### src/design/dtc_pkg.sv
/*
 Shared constants of the dual timer/counter block: register indices, field
 positions, mode codes and reset values. Assumes a 32-bit AXI4-Lite master.
*/
`default_nettype none
package dtc_pkg;
    // register indices; byte address is four times the index
    localparam logic [9:0] IDX_TIMER_CONTROL = 10'h088;
    localparam logic [9:0] IDX_TIMER_MODE    = 10'h089;
    localparam logic [9:0] IDX_TIMER0_LOW    = 10'h08A;
    localparam logic [9:0] IDX_TIMER1_LOW    = 10'h08B;
    localparam logic [9:0] IDX_TIMER0_HIGH   = 10'h08C;
    localparam logic [9:0] IDX_TIMER1_HIGH   = 10'h08D;
    localparam logic [9:0] IDX_IRQ_STATUS    = 10'h0A0;
    localparam logic [9:0] IDX_IRQ_MASK      = 10'h0A1;
    localparam int MIN_ADDR_W = 12;

    // timer_control fields
    localparam int TC_TF1 = 7;
    localparam int TC_TR1 = 6;
    localparam int TC_TF0 = 5;
    localparam int TC_TR0 = 4;
    localparam int TC_IE1 = 3;
    localparam int TC_IT1 = 2;
    localparam int TC_IE0 = 1;
    localparam int TC_IT0 = 0;

    // timer_mode fields
    localparam int TM_TIMER1_GATING_SEL = 7;
    localparam int TM_SRC1  = 6;
    localparam int TM_MODE1 = 4;
    localparam int TM_TIMER0_GATING_SEL = 3;
    localparam int TM_SRC0  = 2;
    localparam int TM_MODE0 = 0;

    typedef enum logic [1:0] {
        DTC_MODE_PRESCALE = 2'b00,
        DTC_MODE_16BIT    = 2'b01,
        DTC_MODE_RELOAD   = 2'b10,
        DTC_MODE_SPLIT    = 2'b11
    } dtc_mode_e;

    // irq_status / irq_mask bit positions
    localparam int ST_TF0 = 0;
    localparam int ST_TF1 = 1;
    localparam int ST_IE0 = 2;
    localparam int ST_IE1 = 3;
    localparam int ST_W   = 4;

    localparam logic [7:0]      RST_BYTE   = 8'h00;
    localparam logic [ST_W-1:0] RST_STATUS = 4'h0;
    localparam logic [ST_W-1:0] RST_MASK   = 4'h0;

    // timer mode advances once per this many system clocks
    localparam int CYCLES_PER_TICK = 2;

    localparam logic [1:0] RESP_OKAY   = 2'b00;
    localparam logic [1:0] RESP_SLVERR = 2'b10;
endpackage
`default_nettype wire

### src/design/dtc_timer_top.sv
/*
 Two 8/16-bit timer/counters with the two external interrupt detectors,
 behind an AXI4-Lite slave. Assumes pins are asynchronous, vector acks come
 from the CPU on aclk as one-cycle pulses.
*/
`timescale 1ns/1ps
`default_nettype none
module dtc_timer_top #(
    parameter int ADDR_W = 12
) (
    input  wire logic              aclk,             // system clock
    input  wire logic              aresetn,          // sync reset, active low
    input  wire logic [ADDR_W-1:0] awaddr,           // write address
    input  wire logic [2:0]        awprot,           // unused
    input  wire logic              awvalid,          // write address valid
    output logic                   awready,          // write address ready
    input  wire logic [31:0]       wdata,            // write data
    input  wire logic [3:0]        wstrb,            // byte enables
    input  wire logic              wvalid,           // write data valid
    output logic                   wready,           // write data ready
    output logic [1:0]             bresp,            // write response
    output logic                   bvalid,           // write response valid
    input  wire logic              bready,           // write response ready
    input  wire logic [ADDR_W-1:0] araddr,           // read address
    input  wire logic [2:0]        arprot,           // unused
    input  wire logic              arvalid,          // read address valid
    output logic                   arready,          // read address ready
    output logic [31:0]            rdata,            // read data
    output logic [1:0]             rresp,            // read response
    output logic                   rvalid,           // read data valid
    input  wire logic              rready,           // read data ready
    input  wire logic              ext_irq0_pin,     // external interrupt 0
    input  wire logic              ext_irq1_pin,     // external interrupt 1
    input  wire logic              timer0_count_pin, // timer0 event input
    input  wire logic              timer1_count_pin, // timer1 event input
    input  wire logic              ack_timer0,       // cpu vectored timer0
    input  wire logic              ack_timer1,       // cpu vectored timer1
    input  wire logic              ack_ext_irq0,     // cpu vectored ext irq0
    input  wire logic              ack_ext_irq1,     // cpu vectored ext irq1
    output logic                   timer0_overflow_flag, // pending timer0
    output logic                   timer1_overflow_flag, // pending timer1
    output logic                   ext_irq0_flag,    // pending ext irq0
    output logic                   ext_irq1_flag,    // pending ext irq1
    output logic                   irq               // masked status level
);
    generate
        if (ADDR_W < dtc_pkg::MIN_ADDR_W) begin : g_chk
            $error("ADDR_W too small for register map");
        end
    endgenerate

    // pin synchronisers: index 0 irq0, 1 irq1, 2 count0, 3 count1
    logic [3:0] pin_in;
    logic [3:0] pin_meta_reg;
    logic [3:0] pin_sync_reg;
    logic [3:0] pin_prev_reg;
    logic [3:0] pin_fall;
    assign pin_in = {timer1_count_pin, timer0_count_pin, ext_irq1_pin, ext_irq0_pin};

    genvar gi;
    generate
        for (gi = 0; gi < 4; gi++) begin : g_sync
            always_ff @(posedge aclk) begin
                if (!aresetn) begin
                    pin_meta_reg[gi] <= 1'b1;
                    pin_sync_reg[gi] <= 1'b1;
                    pin_prev_reg[gi] <= 1'b1;
                end else begin
                    pin_meta_reg[gi] <= pin_in[gi];
                    pin_sync_reg[gi] <= pin_meta_reg[gi];
                    pin_prev_reg[gi] <= pin_sync_reg[gi];
                end
            end
            assign pin_fall[gi] = pin_prev_reg[gi] & ~pin_sync_reg[gi];
        end
    endgenerate

    // one-cycle tick every CYCLES_PER_TICK clocks
    localparam int TICK_W = $clog2(dtc_pkg::CYCLES_PER_TICK);
    localparam logic [TICK_W-1:0] TICK_LAST = TICK_W'(dtc_pkg::CYCLES_PER_TICK - 1);
    logic [TICK_W-1:0] tick_cnt_reg;
    logic              tick;
    always_ff @(posedge aclk) begin
        if (!aresetn) begin
            tick_cnt_reg <= '0;
        end else if (tick) begin
            tick_cnt_reg <= '0;
        end else begin
            tick_cnt_reg <= tick_cnt_reg + TICK_W'(1);
        end
    end
    assign tick = (tick_cnt_reg == TICK_LAST);

    logic [7:0] control_reg;
    logic [7:0] mode_reg;
    logic [7:0] tl0_reg;
    logic [7:0] th0_reg;
    logic [7:0] tl1_reg;
    logic [7:0] th1_reg;
    logic [dtc_pkg::ST_W-1:0] status_reg;
    logic [dtc_pkg::ST_W-1:0] mask_reg;

    dtc_pkg::dtc_mode_e mode0;
    dtc_pkg::dtc_mode_e mode1;
    assign mode0 = dtc_pkg::dtc_mode_e'(mode_reg[dtc_pkg::TM_MODE0 +: 2]);
    assign mode1 = dtc_pkg::dtc_mode_e'(mode_reg[dtc_pkg::TM_MODE1 +: 2]);

    // one count step for modes 00/01/10: {overflow, high, low}
    function automatic logic [16:0] dtc_step(input dtc_pkg::dtc_mode_e m,
                                             input logic [7:0] th,
                                             input logic [7:0] tl);
        logic [5:0]  low5;
        logic [8:0]  hi;
        logic [16:0] s16;
        logic [8:0]  s8;
        low5 = {1'b0, tl[4:0]} + 6'h01;
        hi   = {1'b0, th} + {8'h00, low5[5]};
        s16  = {1'b0, th, tl} + 17'h00001;
        s8   = {1'b0, tl} + 9'h001;
        case (m)
            dtc_pkg::DTC_MODE_PRESCALE: dtc_step = {hi, tl[7:5], low5[4:0]};
            dtc_pkg::DTC_MODE_16BIT:    dtc_step = s16;
            dtc_pkg::DTC_MODE_RELOAD:   dtc_step = {s8[8], th, s8[8] ? th : s8[7:0]};
            default:                    dtc_step = {1'b0, th, tl};
        endcase
    endfunction

    logic       t0_en;
    logic       t1_en;
    logic       th0_split_en;
    logic [7:0] tl0_next;
    logic [7:0] th0_next;
    logic [7:0] tl1_next;
    logic [7:0] th1_next;
    logic       ovf0;
    logic       ovf1;
    logic       ovf_th0;
    logic       tf0_set;
    logic       tf1_set;
    logic       ie0_set;
    logic       ie1_set;

    always_comb begin
        t0_en = control_reg[dtc_pkg::TC_TR0]
              & (~mode_reg[dtc_pkg::TM_TIMER0_GATING_SEL] | pin_sync_reg[0])
              & (mode_reg[dtc_pkg::TM_SRC0] ? pin_fall[2] : tick);
        t1_en = control_reg[dtc_pkg::TC_TR1]
              & (~mode_reg[dtc_pkg::TM_TIMER1_GATING_SEL] | pin_sync_reg[1])
              & (mode_reg[dtc_pkg::TM_SRC1] ? pin_fall[3] : tick);
        th0_split_en = control_reg[dtc_pkg::TC_TR1] & tick;
        tl0_next = tl0_reg;
        th0_next = th0_reg;
        tl1_next = tl1_reg;
        th1_next = th1_reg;
        ovf0 = 1'b0;
        ovf1 = 1'b0;
        ovf_th0 = 1'b0;
        if (mode0 == dtc_pkg::DTC_MODE_SPLIT) begin
            if (t0_en) begin
                {ovf0, tl0_next} = {1'b0, tl0_reg} + 9'h001;
            end
            if (th0_split_en) begin
                {ovf_th0, th0_next} = {1'b0, th0_reg} + 9'h001;
            end
        end else if (t0_en) begin
            {ovf0, th0_next, tl0_next} = dtc_step(mode0, th0_reg, tl0_reg);
        end
        // mode 11 of timer1 holds it
        if (mode1 != dtc_pkg::DTC_MODE_SPLIT && t1_en) begin
            {ovf1, th1_next, tl1_next} = dtc_step(mode1, th1_reg, tl1_reg);
        end
        tf0_set = ovf0;
        // split high byte takes over timer1's flag
        tf1_set = (mode0 == dtc_pkg::DTC_MODE_SPLIT) ? ovf_th0 : ovf1;
        ie0_set = control_reg[dtc_pkg::TC_IT0] ? pin_fall[0] : ~pin_sync_reg[0];
        ie1_set = control_reg[dtc_pkg::TC_IT1] ? pin_fall[1] : ~pin_sync_reg[1];
    end

    // AXI4-Lite write path: address and data latched independently
    logic              aw_held_reg;
    logic              w_held_reg;
    logic [9:0]        aw_idx_reg;
    logic [7:0]        w_byte_reg;
    logic              w_lane_reg;
    logic              wr_fire;
    logic              wr_en;
    logic              ar_fire;
    logic [9:0]        ar_idx;

    assign awready = ~aw_held_reg & ~bvalid;
    assign wready  = ~w_held_reg & ~bvalid;
    assign wr_fire = aw_held_reg & w_held_reg & ~bvalid;
    assign wr_en   = wr_fire & w_lane_reg;
    assign arready = ~rvalid;
    assign ar_fire = arvalid & arready;
    assign ar_idx  = araddr[11:2];

    always_ff @(posedge aclk) begin
        if (!aresetn) begin
            aw_held_reg <= 1'b0;
            aw_idx_reg  <= '0;
        end else if (awvalid && awready) begin
            aw_held_reg <= 1'b1;
            aw_idx_reg  <= awaddr[11:2];
        end else if (wr_fire) begin
            aw_held_reg <= 1'b0;
        end
    end

    always_ff @(posedge aclk) begin
        if (!aresetn) begin
            w_held_reg <= 1'b0;
            w_byte_reg <= 8'h00;
            w_lane_reg <= 1'b0;
        end else if (wvalid && wready) begin
            w_held_reg <= 1'b1;
            w_byte_reg <= wdata[7:0];
            w_lane_reg <= wstrb[0];
        end else if (wr_fire) begin
            w_held_reg <= 1'b0;
        end
    end

    function automatic logic dtc_mapped(input logic [9:0] idx);
        dtc_mapped = (idx >= dtc_pkg::IDX_TIMER_CONTROL && idx <= dtc_pkg::IDX_TIMER1_HIGH)
                   || idx == dtc_pkg::IDX_IRQ_STATUS || idx == dtc_pkg::IDX_IRQ_MASK;
    endfunction

    always_ff @(posedge aclk) begin
        if (!aresetn) begin
            bvalid <= 1'b0;
            bresp  <= dtc_pkg::RESP_OKAY;
        end else if (wr_fire) begin
            bvalid <= 1'b1;
            bresp  <= dtc_mapped(aw_idx_reg) ? dtc_pkg::RESP_OKAY : dtc_pkg::RESP_SLVERR;
        end else if (bready) begin
            bvalid <= 1'b0;
        end
    end

    logic wr_ctl;
    assign wr_ctl = wr_en && aw_idx_reg == dtc_pkg::IDX_TIMER_CONTROL;

    // flags: hardware set beats both ack and software write
    always_ff @(posedge aclk) begin
        if (!aresetn) begin
            control_reg <= dtc_pkg::RST_BYTE;
        end else begin
            if (wr_ctl) begin
                control_reg[dtc_pkg::TC_TR1] <= w_byte_reg[dtc_pkg::TC_TR1];
                control_reg[dtc_pkg::TC_TR0] <= w_byte_reg[dtc_pkg::TC_TR0];
                control_reg[dtc_pkg::TC_IT1] <= w_byte_reg[dtc_pkg::TC_IT1];
                control_reg[dtc_pkg::TC_IT0] <= w_byte_reg[dtc_pkg::TC_IT0];
            end
            if (tf1_set)
                control_reg[dtc_pkg::TC_TF1] <= 1'b1;
            else if (ack_timer1)
                control_reg[dtc_pkg::TC_TF1] <= 1'b0;
            else if (wr_ctl)
                control_reg[dtc_pkg::TC_TF1] <= w_byte_reg[dtc_pkg::TC_TF1];
            if (tf0_set)
                control_reg[dtc_pkg::TC_TF0] <= 1'b1;
            else if (ack_timer0)
                control_reg[dtc_pkg::TC_TF0] <= 1'b0;
            else if (wr_ctl)
                control_reg[dtc_pkg::TC_TF0] <= w_byte_reg[dtc_pkg::TC_TF0];
            if (ie1_set)
                control_reg[dtc_pkg::TC_IE1] <= 1'b1;
            else if (ack_ext_irq1)
                control_reg[dtc_pkg::TC_IE1] <= 1'b0;
            else if (wr_ctl)
                control_reg[dtc_pkg::TC_IE1] <= w_byte_reg[dtc_pkg::TC_IE1];
            if (ie0_set)
                control_reg[dtc_pkg::TC_IE0] <= 1'b1;
            else if (ack_ext_irq0)
                control_reg[dtc_pkg::TC_IE0] <= 1'b0;
            else if (wr_ctl)
                control_reg[dtc_pkg::TC_IE0] <= w_byte_reg[dtc_pkg::TC_IE0];
        end
    end

    always_ff @(posedge aclk) begin
        if (!aresetn)
            mode_reg <= dtc_pkg::RST_BYTE;
        else if (wr_en && aw_idx_reg == dtc_pkg::IDX_TIMER_MODE)
            mode_reg <= w_byte_reg;
    end

    // a software write overrides the count step of that cycle
    always_ff @(posedge aclk) begin
        if (!aresetn) begin
            tl0_reg <= dtc_pkg::RST_BYTE;
            th0_reg <= dtc_pkg::RST_BYTE;
            tl1_reg <= dtc_pkg::RST_BYTE;
            th1_reg <= dtc_pkg::RST_BYTE;
        end else begin
            tl0_reg <= (wr_en && aw_idx_reg == dtc_pkg::IDX_TIMER0_LOW)  ? w_byte_reg : tl0_next;
            th0_reg <= (wr_en && aw_idx_reg == dtc_pkg::IDX_TIMER0_HIGH) ? w_byte_reg : th0_next;
            tl1_reg <= (wr_en && aw_idx_reg == dtc_pkg::IDX_TIMER1_LOW)  ? w_byte_reg : tl1_next;
            th1_reg <= (wr_en && aw_idx_reg == dtc_pkg::IDX_TIMER1_HIGH) ? w_byte_reg : th1_next;
        end
    end

    // sticky status, cleared by a read; new events win over the clear
    logic [dtc_pkg::ST_W-1:0] events;
    logic                     st_rd;
    assign events = {ie1_set, ie0_set, tf1_set, tf0_set};
    assign st_rd  = ar_fire && ar_idx == dtc_pkg::IDX_IRQ_STATUS;

    always_ff @(posedge aclk) begin
        if (!aresetn)
            status_reg <= dtc_pkg::RST_STATUS;
        else
            status_reg <= (st_rd ? dtc_pkg::RST_STATUS : status_reg) | events;
    end

    always_ff @(posedge aclk) begin
        if (!aresetn)
            mask_reg <= dtc_pkg::RST_MASK;
        else if (wr_en && aw_idx_reg == dtc_pkg::IDX_IRQ_MASK)
            mask_reg <= w_byte_reg[dtc_pkg::ST_W-1:0];
    end

    always_ff @(posedge aclk) begin
        if (!aresetn)
            irq <= 1'b0;
        else
            irq <= |(status_reg & mask_reg);
    end

    // read path; data is captured when the address is taken
    logic [7:0] rd_byte;
    always_comb begin
        case (ar_idx)
            dtc_pkg::IDX_TIMER_CONTROL: rd_byte = control_reg;
            dtc_pkg::IDX_TIMER_MODE:    rd_byte = mode_reg;
            dtc_pkg::IDX_TIMER0_LOW:    rd_byte = tl0_reg;
            dtc_pkg::IDX_TIMER1_LOW:    rd_byte = tl1_reg;
            dtc_pkg::IDX_TIMER0_HIGH:   rd_byte = th0_reg;
            dtc_pkg::IDX_TIMER1_HIGH:   rd_byte = th1_reg;
            dtc_pkg::IDX_IRQ_STATUS:    rd_byte = {4'h0, status_reg};
            dtc_pkg::IDX_IRQ_MASK:      rd_byte = {4'h0, mask_reg};
            default:                    rd_byte = 8'h00;
        endcase
    end

    always_ff @(posedge aclk) begin
        if (!aresetn) begin
            rvalid <= 1'b0;
            rdata  <= 32'h00000000;
            rresp  <= dtc_pkg::RESP_OKAY;
        end else if (ar_fire) begin
            rvalid <= 1'b1;
            rdata  <= {24'h000000, rd_byte};
            rresp  <= dtc_mapped(ar_idx) ? dtc_pkg::RESP_OKAY : dtc_pkg::RESP_SLVERR;
        end else if (rready) begin
            rvalid <= 1'b0;
        end
    end

    assign timer0_overflow_flag = control_reg[dtc_pkg::TC_TF0];
    assign timer1_overflow_flag = control_reg[dtc_pkg::TC_TF1];
    assign ext_irq0_flag        = control_reg[dtc_pkg::TC_IE0];
    assign ext_irq1_flag        = control_reg[dtc_pkg::TC_IE1];
endmodule
`default_nettype wire

### config.mk
export PLATFORM = sky130hd
export DESIGN_NAME = dtc_timer_top
export DESIGN_NICKNAME = d
export VERILOG_FILES = /design/src/design/dtc_pkg.sv /design/src/design/dtc_timer_top.sv
export SDC_FILE = /design/constraint.sdc
export NUM_CORES = 1
export LEC_CHECK = 0
export BUFFER_PORTS_ARGS = -buffer_cell sky130_fd_sc_hd__buf_2
export CORE_ASPECT_RATIO = 0.5
export CORE_MARGIN = 2
export CORE_UTILIZATION = 42
export CTS_CLUSTER_DIAMETER = 100
export CTS_CLUSTER_SIZE = 40
export DETAILED_ROUTE_END_ITERATION = 8
export PLACE_DENSITY_LB_ADDON = 0.08
export SLEW_MARGIN = 20
export SYNTH_ARGS = -nofsm -noshare
export SYNTH_HDL_FRONTEND = slang
export SYNTH_SLANG_ARGS = --single-unit
### constraint.sdc
create_clock -name aclk -period 2.16 [get_ports aclk]
set_input_delay 0.216 -clock aclk [delete_from_list [all_inputs] [get_ports aclk]]
set_output_delay 0.216 -clock aclk [all_outputs]
set_load 0.02 [all_outputs]
### Word-level counts from Yosys, hierarchy flattened

Cells that the tools add are included.

| word-level totals | value |
|---|---|
| memories kept | 0 |
| output and inout bits | 46 |
| bits in latches | 0 |
| bits in writable memories | 0 |
| memory bits (read-only) | 0 |
| register bits | 105 |
| input bits | 81 |

| operators by class | value |
|---|---|
| $lt $le $gt $ge | 4 |
| divide/modulo/power cells | 0 |
| bitwise operators | 30 |
| add/subtract/negate cells | 10 |
| equal/unequal tests | 27 |
| $mul | 0 |
| muxes and demuxes | 49 |
| reductions and logical operators | 45 |
| shifts and indexed selects | 0 |

Operators by type and width:

| cell | count |
|---|---|
| 10-bit by 8-bit equality test with 1-bit output (second input constant) | 16 |
| 8-bit 2-to-1 mux | 14 |
| 17-bit one-hot mux with 3 select lines | 2 |
| 8-bit one-hot mux with 8 select lines | 1 |
| 16-bit by 1-bit adder with 17-bit output (second input constant) | 2 |
| 1-bit 2-to-1 mux | 29 |
| 8-bit by 1-bit adder with 9-bit output (second input constant) | 3 |
| 3-bit nonzero test | 7 |
| 10-bit by 8-bit >= comparator with 1-bit output (second input constant) | 2 |
| 10-bit by 8-bit less-or-equal comparator with 1-bit output (second input constant) | 2 |
| 8-bit by 1-bit adder with 9-bit output | 2 |
| 1-bit AND | 15 |
| 2-bit nonzero test | 7 |
| 1-bit logical AND | 13 |
| 5-bit by 1-bit adder with 6-bit output (second input constant) | 2 |
| 4-bit nonzero test | 3 |
| 1-bit NOT | 11 |
| 3-bit AND reduction | 3 |
| 2-bit equality test (second input constant) | 3 |
| 2-bit inequality test (second input constant) | 3 |
| 3-bit inequality test (second input constant) | 2 |
| 5-bit nonzero test | 1 |
| 4-bit AND | 1 |
| 2-bit by 1-bit equality test with 1-bit output (second input constant) | 2 |
| other kinds (12) | 19 |

### Depth between registers and ports, before layout

Gate-level depths: netlist (run 1).

| depth | value |
|---|---|
| depth in word-level cells | 8 |
| mapped depth | 10 |
| depth with buffers taken out | 9 |

### Worst setup path after synthesis (run 1)

Ideal clock, no wire load.

| timing | value |
|---|---|
| kind | register to register |
| start | register tl0_reg[2] |
| end | register th0_reg[6] |
| path slack | 0.007 ns |
| data required time | 2.073 ns |
| clock period less this slack | 2.153 ns |
| data arrival time | 2.066 ns |
| stages on the path, launching flop included | 11 |
| buffers on the path | 1 |
| cells stage by stage | dfxtp_1 > clkbuf_1 > and3_1 > and3_1 > ha_1 > ha_1 > nand3_1 > or4_1 > nand2_1 > a211oi_1 > o31ai_1 |

| between the ends | value |
|---|---|
| cells in the longest elaborated chain, start to end | 6 |
| elaborated cells on any way between the ends | 7 |
| those cells by class | add/sub (3); mux (4) |

Ends and longest elaborated chain:

| item | line | text |
|---|---|---|
| start, declared | dtc_timer_top.sv:96 | `logic [7:0] tl0_reg;` |
| start signal, assigned | dtc_timer_top.sv:292 | `tl0_reg <= dtc_pkg::RST_BYTE;` |
| start signal, assigned | dtc_timer_top.sv:297 | `tl0_reg <= (wr_en && aw_idx_reg == dtc_pkg::IDX_TIMER0_LOW) ? w_byte_reg : tl0_next;` |
| 5-bit by 1-bit adder with 6-bit output | dtc_timer_top.sv:116 | `low5 = {1'b0, tl[4:0]} + 6'h01;` |
| 8-bit by 1-bit adder with 9-bit output | dtc_timer_top.sv:117 | `hi = {1'b0, th} + {8'h00, low5[5]};` |
| 17-bit one-hot mux with 3 select lines (*) | dtc_timer_top.sv:120 | `case (m)` |
| 8-bit 2-to-1 mux (*) | dtc_timer_top.sv:165 | `end else if (t0_en) begin` |
| 8-bit 2-to-1 mux (*) | dtc_timer_top.sv:158 | `if (mode0 == dtc_pkg::DTC_MODE_SPLIT) begin` |
| 8-bit 2-to-1 mux (*) | dtc_timer_top.sv:298 | `th0_reg <= (wr_en && aw_idx_reg == dtc_pkg::IDX_TIMER0_HIGH) ? w_byte_reg : th0_next;` |
| end signal, assigned | dtc_timer_top.sv:293 | `th0_reg <= dtc_pkg::RST_BYTE;` |
| end signal, assigned | dtc_timer_top.sv:298 |  |
| end, declared | dtc_timer_top.sv:97 | `logic [7:0] th0_reg;` |

Mark *: on every way between the ends. The rest lies on a longest branch, timed or not. The select of a mux whose other input is x is not followed.
A chain may end at the register's enable or synchronous reset.

### Worst setup path after layout (run 1)

| timing | value |
|---|---|
| start | register aw_idx_reg[8] |
| end | register th0_reg[0] |

| between the ends | value |
|---|---|
| cells in the longest elaborated chain, start to end | 4 |
| elaborated cells on any way between the ends | 8 |
| those cells by class | eq/ne (3); mux (1); reduce/logical (4) |

Ends and longest elaborated chain:

| item | line | text |
|---|---|---|
| start, declared | dtc_timer_top.sv:182 | `logic [9:0] aw_idx_reg;` |
| start signal, assigned | dtc_timer_top.sv:204 | `aw_idx_reg <= awaddr[11:2];` |
| 10-bit by 8-bit equality test with 1-bit output (*) | dtc_timer_top.sv:298 |  |
| 1-bit logical AND (*) | dtc_timer_top.sv:298 |  |
| 3-bit inequality test (no line), or another cell as far along | n/a |  |
| 4-bit AND reduction (no line) | n/a |  |

Mark *: on every way between the ends. The rest lies on a longest branch, timed or not.

==> results of run 1 <==
[final timing paths]
| kind | start | to | slack (ns) | cells past startpoint |
|---|---|---|---|---|
| worst max-delay path | aw_idx_reg[8]$_SDFFE_PN0P_ | th0_reg[0]$_SDFFE_PN0P_ | 0.06 | 6 |
| worst max register to register | aw_idx_reg[8]$_SDFFE_PN0P_ | th0_reg[0]$_SDFFE_PN0P_ | 0.06 | 6 |
| worst min-delay path | rready | rvalid$_SDFFE_PN0P_ | 0.03 | 2 |
| worst min register to register | pin_meta_reg[3]$_SDFF_PN1_ | pin_sync_reg[3]$_SDFF_PN1_ | 0.41 | 1 |
[through the flow]
| stage | setup TNS, ns | worst slack [ns] | hold slack, ns | utilization |
|---|---|---|---|---|
| floorplan | 0 | 0.007317 | 0.3150 | - |
| global placement | -0.007124 | -0.005196 | 0.3887 | 0.4994 |
| detailed placement | -0.1264 | -0.07139 | 0.3969 | 0.4994 |
| CTS | 0 | 0.01415 | 0.03013 | 0.5202 |
| global route | -0.04677 | -0.02645 | 0.03649 | 0.5282 |
| finish | 0 | 0.06208 | 0.03416 | 0.5282 |
[critical path, stage by stage (launching register included)]
cell	delay [ns]
sky130_fd_sc_hd__dfxtp_1	0.35
sky130_fd_sc_hd__or4b_4	0.55
sky130_fd_sc_hd__nor4_4	0.37
sky130_fd_sc_hd__buf_4	0.22
sky130_fd_sc_hd__and3_1	0.28
sky130_fd_sc_hd__nand2_1	0.10
sky130_fd_sc_hd__a21oi_1	0.16
[power groups by stage]
stage               Clock [mW]  Sequential [mW]  Combinational (mW)
floorplan                    0             2.03               0.265
global placement             0             2.06               0.354
detailed placement           0             2.06               0.357
CTS                       1.70             2.02               0.358
global route              1.76             2.03               0.401
finish                    1.68             2.02               0.363
[cells in the mapped netlist (3+ instances only)]
master                      number
sky130_fd_sc_hd__o221ai_1        5
sky130_fd_sc_hd__a41oi_1         3
sky130_fd_sc_hd__nor2_1         66
sky130_fd_sc_hd__nand3b_1        3
sky130_fd_sc_hd__inv_1          28
sky130_fd_sc_hd__o32ai_1         6
sky130_fd_sc_hd__a221oi_1        4
sky130_fd_sc_hd__a222oi_1        3
sky130_fd_sc_hd__nor3b_1         3
sky130_fd_sc_hd__a22o_1          4
sky130_fd_sc_hd__o2111ai_1       3
sky130_fd_sc_hd__a22oi_1        10
sky130_fd_sc_hd__nor4b_1         3
sky130_fd_sc_hd__and3_1         13
sky130_fd_sc_hd__xor2_1          9
sky130_fd_sc_hd__o21ai_0        50
sky130_fd_sc_hd__nor4_1          7
sky130_fd_sc_hd__nand3_1        37
sky130_fd_sc_hd__and2_1          6
sky130_fd_sc_hd__nor2b_1        10
sky130_fd_sc_hd__nor3_1         13
sky130_fd_sc_hd__a21oi_1        76
sky130_fd_sc_hd__ha_1           15
sky130_fd_sc_hd__mux2i_1        19
sky130_fd_sc_hd__o22ai_1        12
sky130_fd_sc_hd__o211ai_1        9
sky130_fd_sc_hd__dfxtp_1       103
sky130_fd_sc_hd__buf_2           3
sky130_fd_sc_hd__nand4_1        14
sky130_fd_sc_hd__a31oi_1         9
sky130_fd_sc_hd__buf_4          28
sky130_fd_sc_hd__o21a_1          6
sky130_fd_sc_hd__mux2_2         10
sky130_fd_sc_hd__a211oi_1        4
sky130_fd_sc_hd__or3_1           4
sky130_fd_sc_hd__nand2_1       110
sky130_fd_sc_hd__clkbuf_1       36
sky130_fd_sc_hd__xnor2_1         3
sky130_fd_sc_hd__nand2b_1       25
sky130_fd_sc_hd__mux4_2          3
[cell families (layout without fill, tap and decap cells)]
group,count (synthesis),count (layout),share of synthesized area
AO/OA/AOI/OAI,231,231,0.2335
adder cells (fa/ha/maj),15,15,0.02953
multiplexers,32,32,0.05827
AND/OR/NAND/NOR,330,330,0.2596
XOR/XNOR,12,12,0.01654
other,1,26,0.0005900
buffers and inverters,100,198,0.07756
flip-flops,103,103,0.3244
[area by class of cell]
cell class,instances,area [um2],share of cell area
repair buffers,153,1003,0.1299
inverters,29,108.9,0.01409
clock inverters,5,47.55,0.006156
well taps,198,247.7,0.03208
flip-flops and latches,103,2073,0.2684
multi-input cells,646,4000,0.5179
clock buffers,11,242.7,0.03143
[layer usage]
metal / global-route usage / vias up / routed length, um / part of all wire
li1: - / 3170 / - / -
met1: 0.4045 / 3201 / 10410 / 0.48
met2: 0.3889 / 297 / 9035 / 0.42
met3: 0.05570 / 31 / 1906 / 0.088
met4: 0.05738 / 0 / 284 / 0.013
met5: 0 / - / 0 / 0
[timing repair]
action / in CTS / in global routing
resized for setup: 4 / 27
pin swaps: 1 / 5
endpoints found under the setup margin: 2 / 19
buffers inserted: 0 / 2
==> metrics.md, run 1 <==
| Metric | Value |
|---|---|
| Status | `complete, no violations` |
| Final critical-path share of the clock period | `0.9713` |
| Placeable Area | `0.01462 mm2` |
| Cts bufs inserted | `9` |
| Netlist area before placement | `0.006356 mm2` |
| Clock share of power | `0.413` |
| Commonest cells after routing, fill and taps aside | `109 x sky130_fd_sc_hd__nand2_1, 96 x sky130_fd_sc_hd__dfxtp_1, 89 x sky130_fd_sc_hd__buf_4` |
| Clock-pin slew reported for the worst setup and hold paths after clock tree synthesis | `0.08 ns` |
| Power density over the cells | `526.0 mW/mm2` |
| Distinct cell type count after synthesis | `81` |
| Die height | `90.99 um` |
| Lkg Pwr | `3.074 nW` |
| Initial cell density of the core | `0.4347` |
| Die outline area | `0.01619 mm2` |
| HPWL Detailed | `16410 um` |
| Setup CP Type | `register to register` |
| Flop and latch count out of synthesis | `103` |
| Cell Count, Final, Fillers Out | `1145` |
| Final Wtd Congestion | `0.9411` |
| Worst Path Max Fanout | `7` |
| Max-slew headroom | `0.5613` |
| Final net count | `1038` |
| Arrival time reported for the critical path endpoint | `2.39 ns` |
| Share of flip-flops with an asynchronous set or reset | `0` |
| Number of antenna violations at the first check in global routing | `0` |
| WP data required | `2.46 ns` |
| Pre-antenna DRT Iters | `5` |
| Fraction of post-synthesis cell area in the top cell type by area | `0.3244` |
| Mean instance size in the synthesized netlist | `7.714 um2` |
| Mean number of vias per cell | `5.851` |
| TritonCTS clock tree | `done` |
| Max-slew violations | `0` |
| Fin area | `0.007724 mm2` |
| Clock insertion delay at the later pin of the skew report | `0.36 ns` |
| Combinational group share of total power | `0.089` |
| Sequential share of the synthesized area | `0.3244` |
| Library cell with the largest summed area after synthesis | `sky130_fd_sc_hd__dfxtp_1` |
| Top flip-flop cell by instance count after synthesis | `sky130_fd_sc_hd__dfxtp_1` |
| Class of the tightest hold or removal check | `input port to register` |
| Capturing element type of the critical path | `register` |
| Largest register FFs | `10` |
| Hold-fix buffers at CTS | `0` |
| Avg WL per Cell | `18.90 um` |
| Sw power | `1.147 mW` |
| Tot GR Track Use | `0.2685` |
| Antenna Nets Post-Route | `0` |
| Worst vdd rail ir drop | `0.0004261 V` |
| Fillcell total | `1471` |
| 1st-iter DRT viols | `674` |
| Final routed DRC violation total | `0` |
| Area growth syn-to-layout | `21.52%` |
| Maximum count of clock buffers along a single path | `2` |
| Area after DPL | `0.007302 mm2` |
| Most common library cell in the layout ignoring fill and taps | `sky130_fd_sc_hd__nand2_1` |
| Overall die width | `178.0 um` |
| First-pass GRT wire length | `33380 um` |
| IO Count | `127` |
| GR Overflow Total | `0` |
| Sinks on the clock net | `103` |
| RSZ-0062 raised after global routing | `yes` |
| Max H-tree Level | `3` |
| Transition at the pin with the smallest max-transition slack | `0.6571 ns` |
| EDFF count, synth | `0` |
| Fraction of final layout cells with drive strength greater than 1 | `0.2365` |
| Placement row count | `31` |
| Launching element type of the critical path | `register` |
| Post-Route WL | `21640 um` |
| Power share of the sequential group | `0.497` |
| Cell count after placement | `1127` |
| Switching power share of the total | `0.2824` |
| Vias in the first global route | `6019` |
| Design internal power | `2.915 mW` |
| Count of synthesis-stage warnings from yosys | `0` |
| Minimum clock period | `2.098 ns` |
| Ant. Diodes | `0` |
| Final number of setup-violating endpoints | `0` |
| Fin. Hold Viols | `0` |
| Overall power | `4.063 mW` |
| Maximum number of pins on one net before global-route repair | `36` |
| Port-buffer cells | `63` |
| Library cell used as clock root buffer | `sky130_fd_sc_hd__clkbuf_16` |
| Biggest area contributors in the synthesized netlist | `sky130_fd_sc_hd__dfxtp_1 32%, sky130_fd_sc_hd__nand2_1 6.5%, sky130_fd_sc_hd__a21oi_1 6.0%` |
| Max-Cap Viols | `0` |
| Largest clock skew in the final design | `0.01410 ns` |
| Gate Count Post-Synth | `824` |
| Highest clock frequency the design can meet | `476.7 MHz` |
| Vias | `6699` |
No activity file was read; power rests on OpenSTA's default activity.
==> inputs of run 2 (changes only) <==
==> constraint.sdc (replaced) <==
create_clock -name aclk -period 2.16 [get_ports aclk]
set_input_delay 0.432 -clock aclk [delete_from_list [all_inputs] [get_ports aclk]]
set_output_delay 0.432 -clock aclk [all_outputs]
set_load 0.02 [all_outputs]
==> metrics.md, run 2 (synthesized netlist as in run 1, its figures left out) <==
| Metric | Value |
|---|---|
| Status | `complete, no violations` |
| Maximum count of clock buffers along a single path | `2` |
| TritonCTS clock tree | `done` |
| Flip-flop and latch area | `0.002072 mm2` |
| Multi-input logic area | `0.004020 mm2` |
| WP data required | `2.41 ns` |
| Hold path startpoint | `rready` |
| IO Count | `127` |
| Worst Path Max Fanout | `6` |
| Launching element type of the critical path | `register` |
| Post-Route Hold Slack | `0.2538 ns` |
| WHS Path Cells | `2` |
| Area after DPL | `0.007312 mm2` |
| Die height | `90.99 um` |
| Class of the tightest hold or removal check | `input port to register` |
| Pre-antenna DRT Iters | `5` |
| Arrival time reported for the critical path endpoint | `2.39 ns` |
| Port-buffer cells | `63` |
| Worst reg2reg path depth | `7` |
| Max-Cap Viols | `0` |
| Power density over the cells | `535.9 mW/mm2` |
| Placement row count | `31` |
| Most common library cell in the layout ignoring fill and taps | `sky130_fd_sc_hd__nand2_1` |
| Max H-tree Level | `3` |
| Final critical-path share of the clock period | `0.9900` |
| HPWL Detailed | `16510 um` |
| Antenna Nets Post-Route | `0` |
| Clock-pin slew reported for the worst setup and hold paths after clock tree synthesis | `0.08 ns` |
| Minimum clock period | `2.138 ns` |
| Largest clock skew in the final design | `0.01218 ns` |
| Post-Route WL | `21690 um` |
| Initial cell density of the core | `0.4347` |
| Worst path setup slack after routing | `0.02154 ns` |
| Maximum number of pins on one net before global-route repair | `25` |
| Final net count | `1041` |
| Fraction of final layout cells with drive strength greater than 1 | `0.2368` |
| Hold-fix buffers at CTS | `0` |
| FF-to-FF End | `th0_reg[2]$_SDFFE_PN0P_` |
| Worst R2R Setup Slack | `0.02 ns` |
| Largest register FFs | `10` |
| First-pass GRT wire length | `33530 um` |
| Worst vdd rail ir drop | `0.0003645 V` |
| GR Overflow Total | `0` |
| Library cell used as clock root buffer | `sky130_fd_sc_hd__clkbuf_16` |
| Tot GR Track Use | `0.2703` |
| Lkg Pwr | `3.095 nW` |
| Vias in the first global route | `5839` |
| Transition at the pin with the smallest max-transition slack | `0.5977 ns` |
| Mean number of vias per cell | `5.775` |
| Overall die width | `178.0 um` |
| Final Wtd Congestion | `0.9365` |
| Cts bufs inserted | `9` |
| Final number of setup-violating endpoints | `0` |
| Number of antenna violations at the first check in global routing | `0` |
| Overall power | `4.171 mW` |
| Fin area | `0.007784 mm2` |
| Commonest cells after routing, fill and taps aside | `109 x sky130_fd_sc_hd__nand2_1, 97 x sky130_fd_sc_hd__dfxtp_1, 93 x sky130_fd_sc_hd__buf_4` |
| Die outline area | `0.01619 mm2` |
| Capturing element type of the critical path | `register` |
| Placeable Area | `0.01462 mm2` |
| Max-slew headroom | `0.6000` |
| Max-slew violations | `0` |
| Area growth syn-to-layout | `22.46%` |
| Clock insertion delay at the later pin of the skew report | `0.36 ns` |
| Highest clock frequency the design can meet | `467.6 MHz` |
| Sinks on the clock net | `103` |
| Fillcell total | `1442` |
| Fin. Hold Viols | `0` |
| Final routed DRC violation total | `0` |
| Post-place setup slack | `-0.03287 ns` |
| 1st-iter DRT viols | `663` |
| Hold worst-path end | `rvalid$_SDFFE_PN0P_` |
| Share of the core filled with cells | `0.5323` |
| Vias | `6630` |
| Avg WL per Cell | `18.89 um` |
| Setup CP Type | `register to register` |
| Worst r2r src | `aw_idx_reg[8]$_SDFFE_PN0P_` |
| Ant. Diodes | `0` |
## run 2: cell count changes in the layout (fill, tap and decap cells not counted), sizes merged
cell    change
clkbuf      -1
bufinv      +1
clkinv      +1
inv         -1
buf         +3
## run 2: layout make-up
class | instances | share of cell area
clock inverters | 6 | 0.01061
repair buffers | 156 | 0.1302
inverters | 29 | 0.01398
flip-flops and latches | 103 | 0.2662
clock buffers | 10 | 0.03070
well taps | 198 | 0.03183
multi-input cells | 646 | 0.5165
## run 2: where the power goes
part	internal, mW	leakage [nW]	switching [mW]
logic	0.124	2.10	0.231
clock network	0.959	0.154	0.837
registers	1.94	0.840	0.0744
total	3.03	3.10	1.14
## run 2: timing repair
action	in CTS	in global routing
setup buffers	0	2
endpoints found under the setup margin	2	24
pin swaps	1	6
gates resized for setup	2	29
hold endpoints to repair	0	0
## run 2: worst max-delay path: stages, from the launching register on
cell and delay (ns):
sky130_fd_sc_hd__dfxtp_1 0.35, sky130_fd_sc_hd__or4b_4 0.55, sky130_fd_sc_hd__nor4_4 0.26, sky130_fd_sc_hd__buf_4 0.18, sky130_fd_sc_hd__nand3_1 0.18, sky130_fd_sc_hd__buf_4 0.24
sky130_fd_sc_hd__o21ai_0 0.19, sky130_fd_sc_hd__a21oi_1 0.06
## run 2: metrics by stage
stage / TNS (ns) / instances
5_1_grt: -0.05188 / 1148
3_3_place_gp: -0.03143 / 1130
3_5_place_dp: -0.06456 / 1130
4_1_cts: 0 / 1146
6_report: 0 / 1148
2_1_floorplan: 0 / 849
## run 2: per-layer routing
metal / vias up / global-route usage / share of wire
met3: 21 / 0.05318 / 0.074
li1: 3181 / - / -
met5: - / 0 / 0
met4: 0 / 0.05055 / 0.0096
met2: 266 / 0.3747 / 0.42
met1: 3162 / 0.4251 / 0.49
## run 2: worst max-delay path by stage
stage / startpoint / end / depth (start not counted)
3_5_place_dp: tl1_reg[0]$_SDFFE_PN0P_ / control_reg[7]$_SDFFE_PN0P_ / 8
6_report: aw_idx_reg[8]$_SDFFE_PN0P_ / th0_reg[2]$_SDFFE_PN0P_ / 7
3_3_place_gp: tl1_reg[0]$_SDFFE_PN0P_ / status_reg[1]$_SDFF_PN0_ / 8
5_1_grt: aw_idx_reg[8]$_SDFFE_PN0P_ / th0_reg[2]$_SDFFE_PN0P_ / 7
2_1_floorplan: tl0_reg[2]$_SDFFE_PN0P_ / th0_reg[6]$_SDFFE_PN0P_ / 10
4_1_cts: tl1_reg[0]$_SDFFE_PN0P_ / status_reg[1]$_SDFF_PN0_ / 8
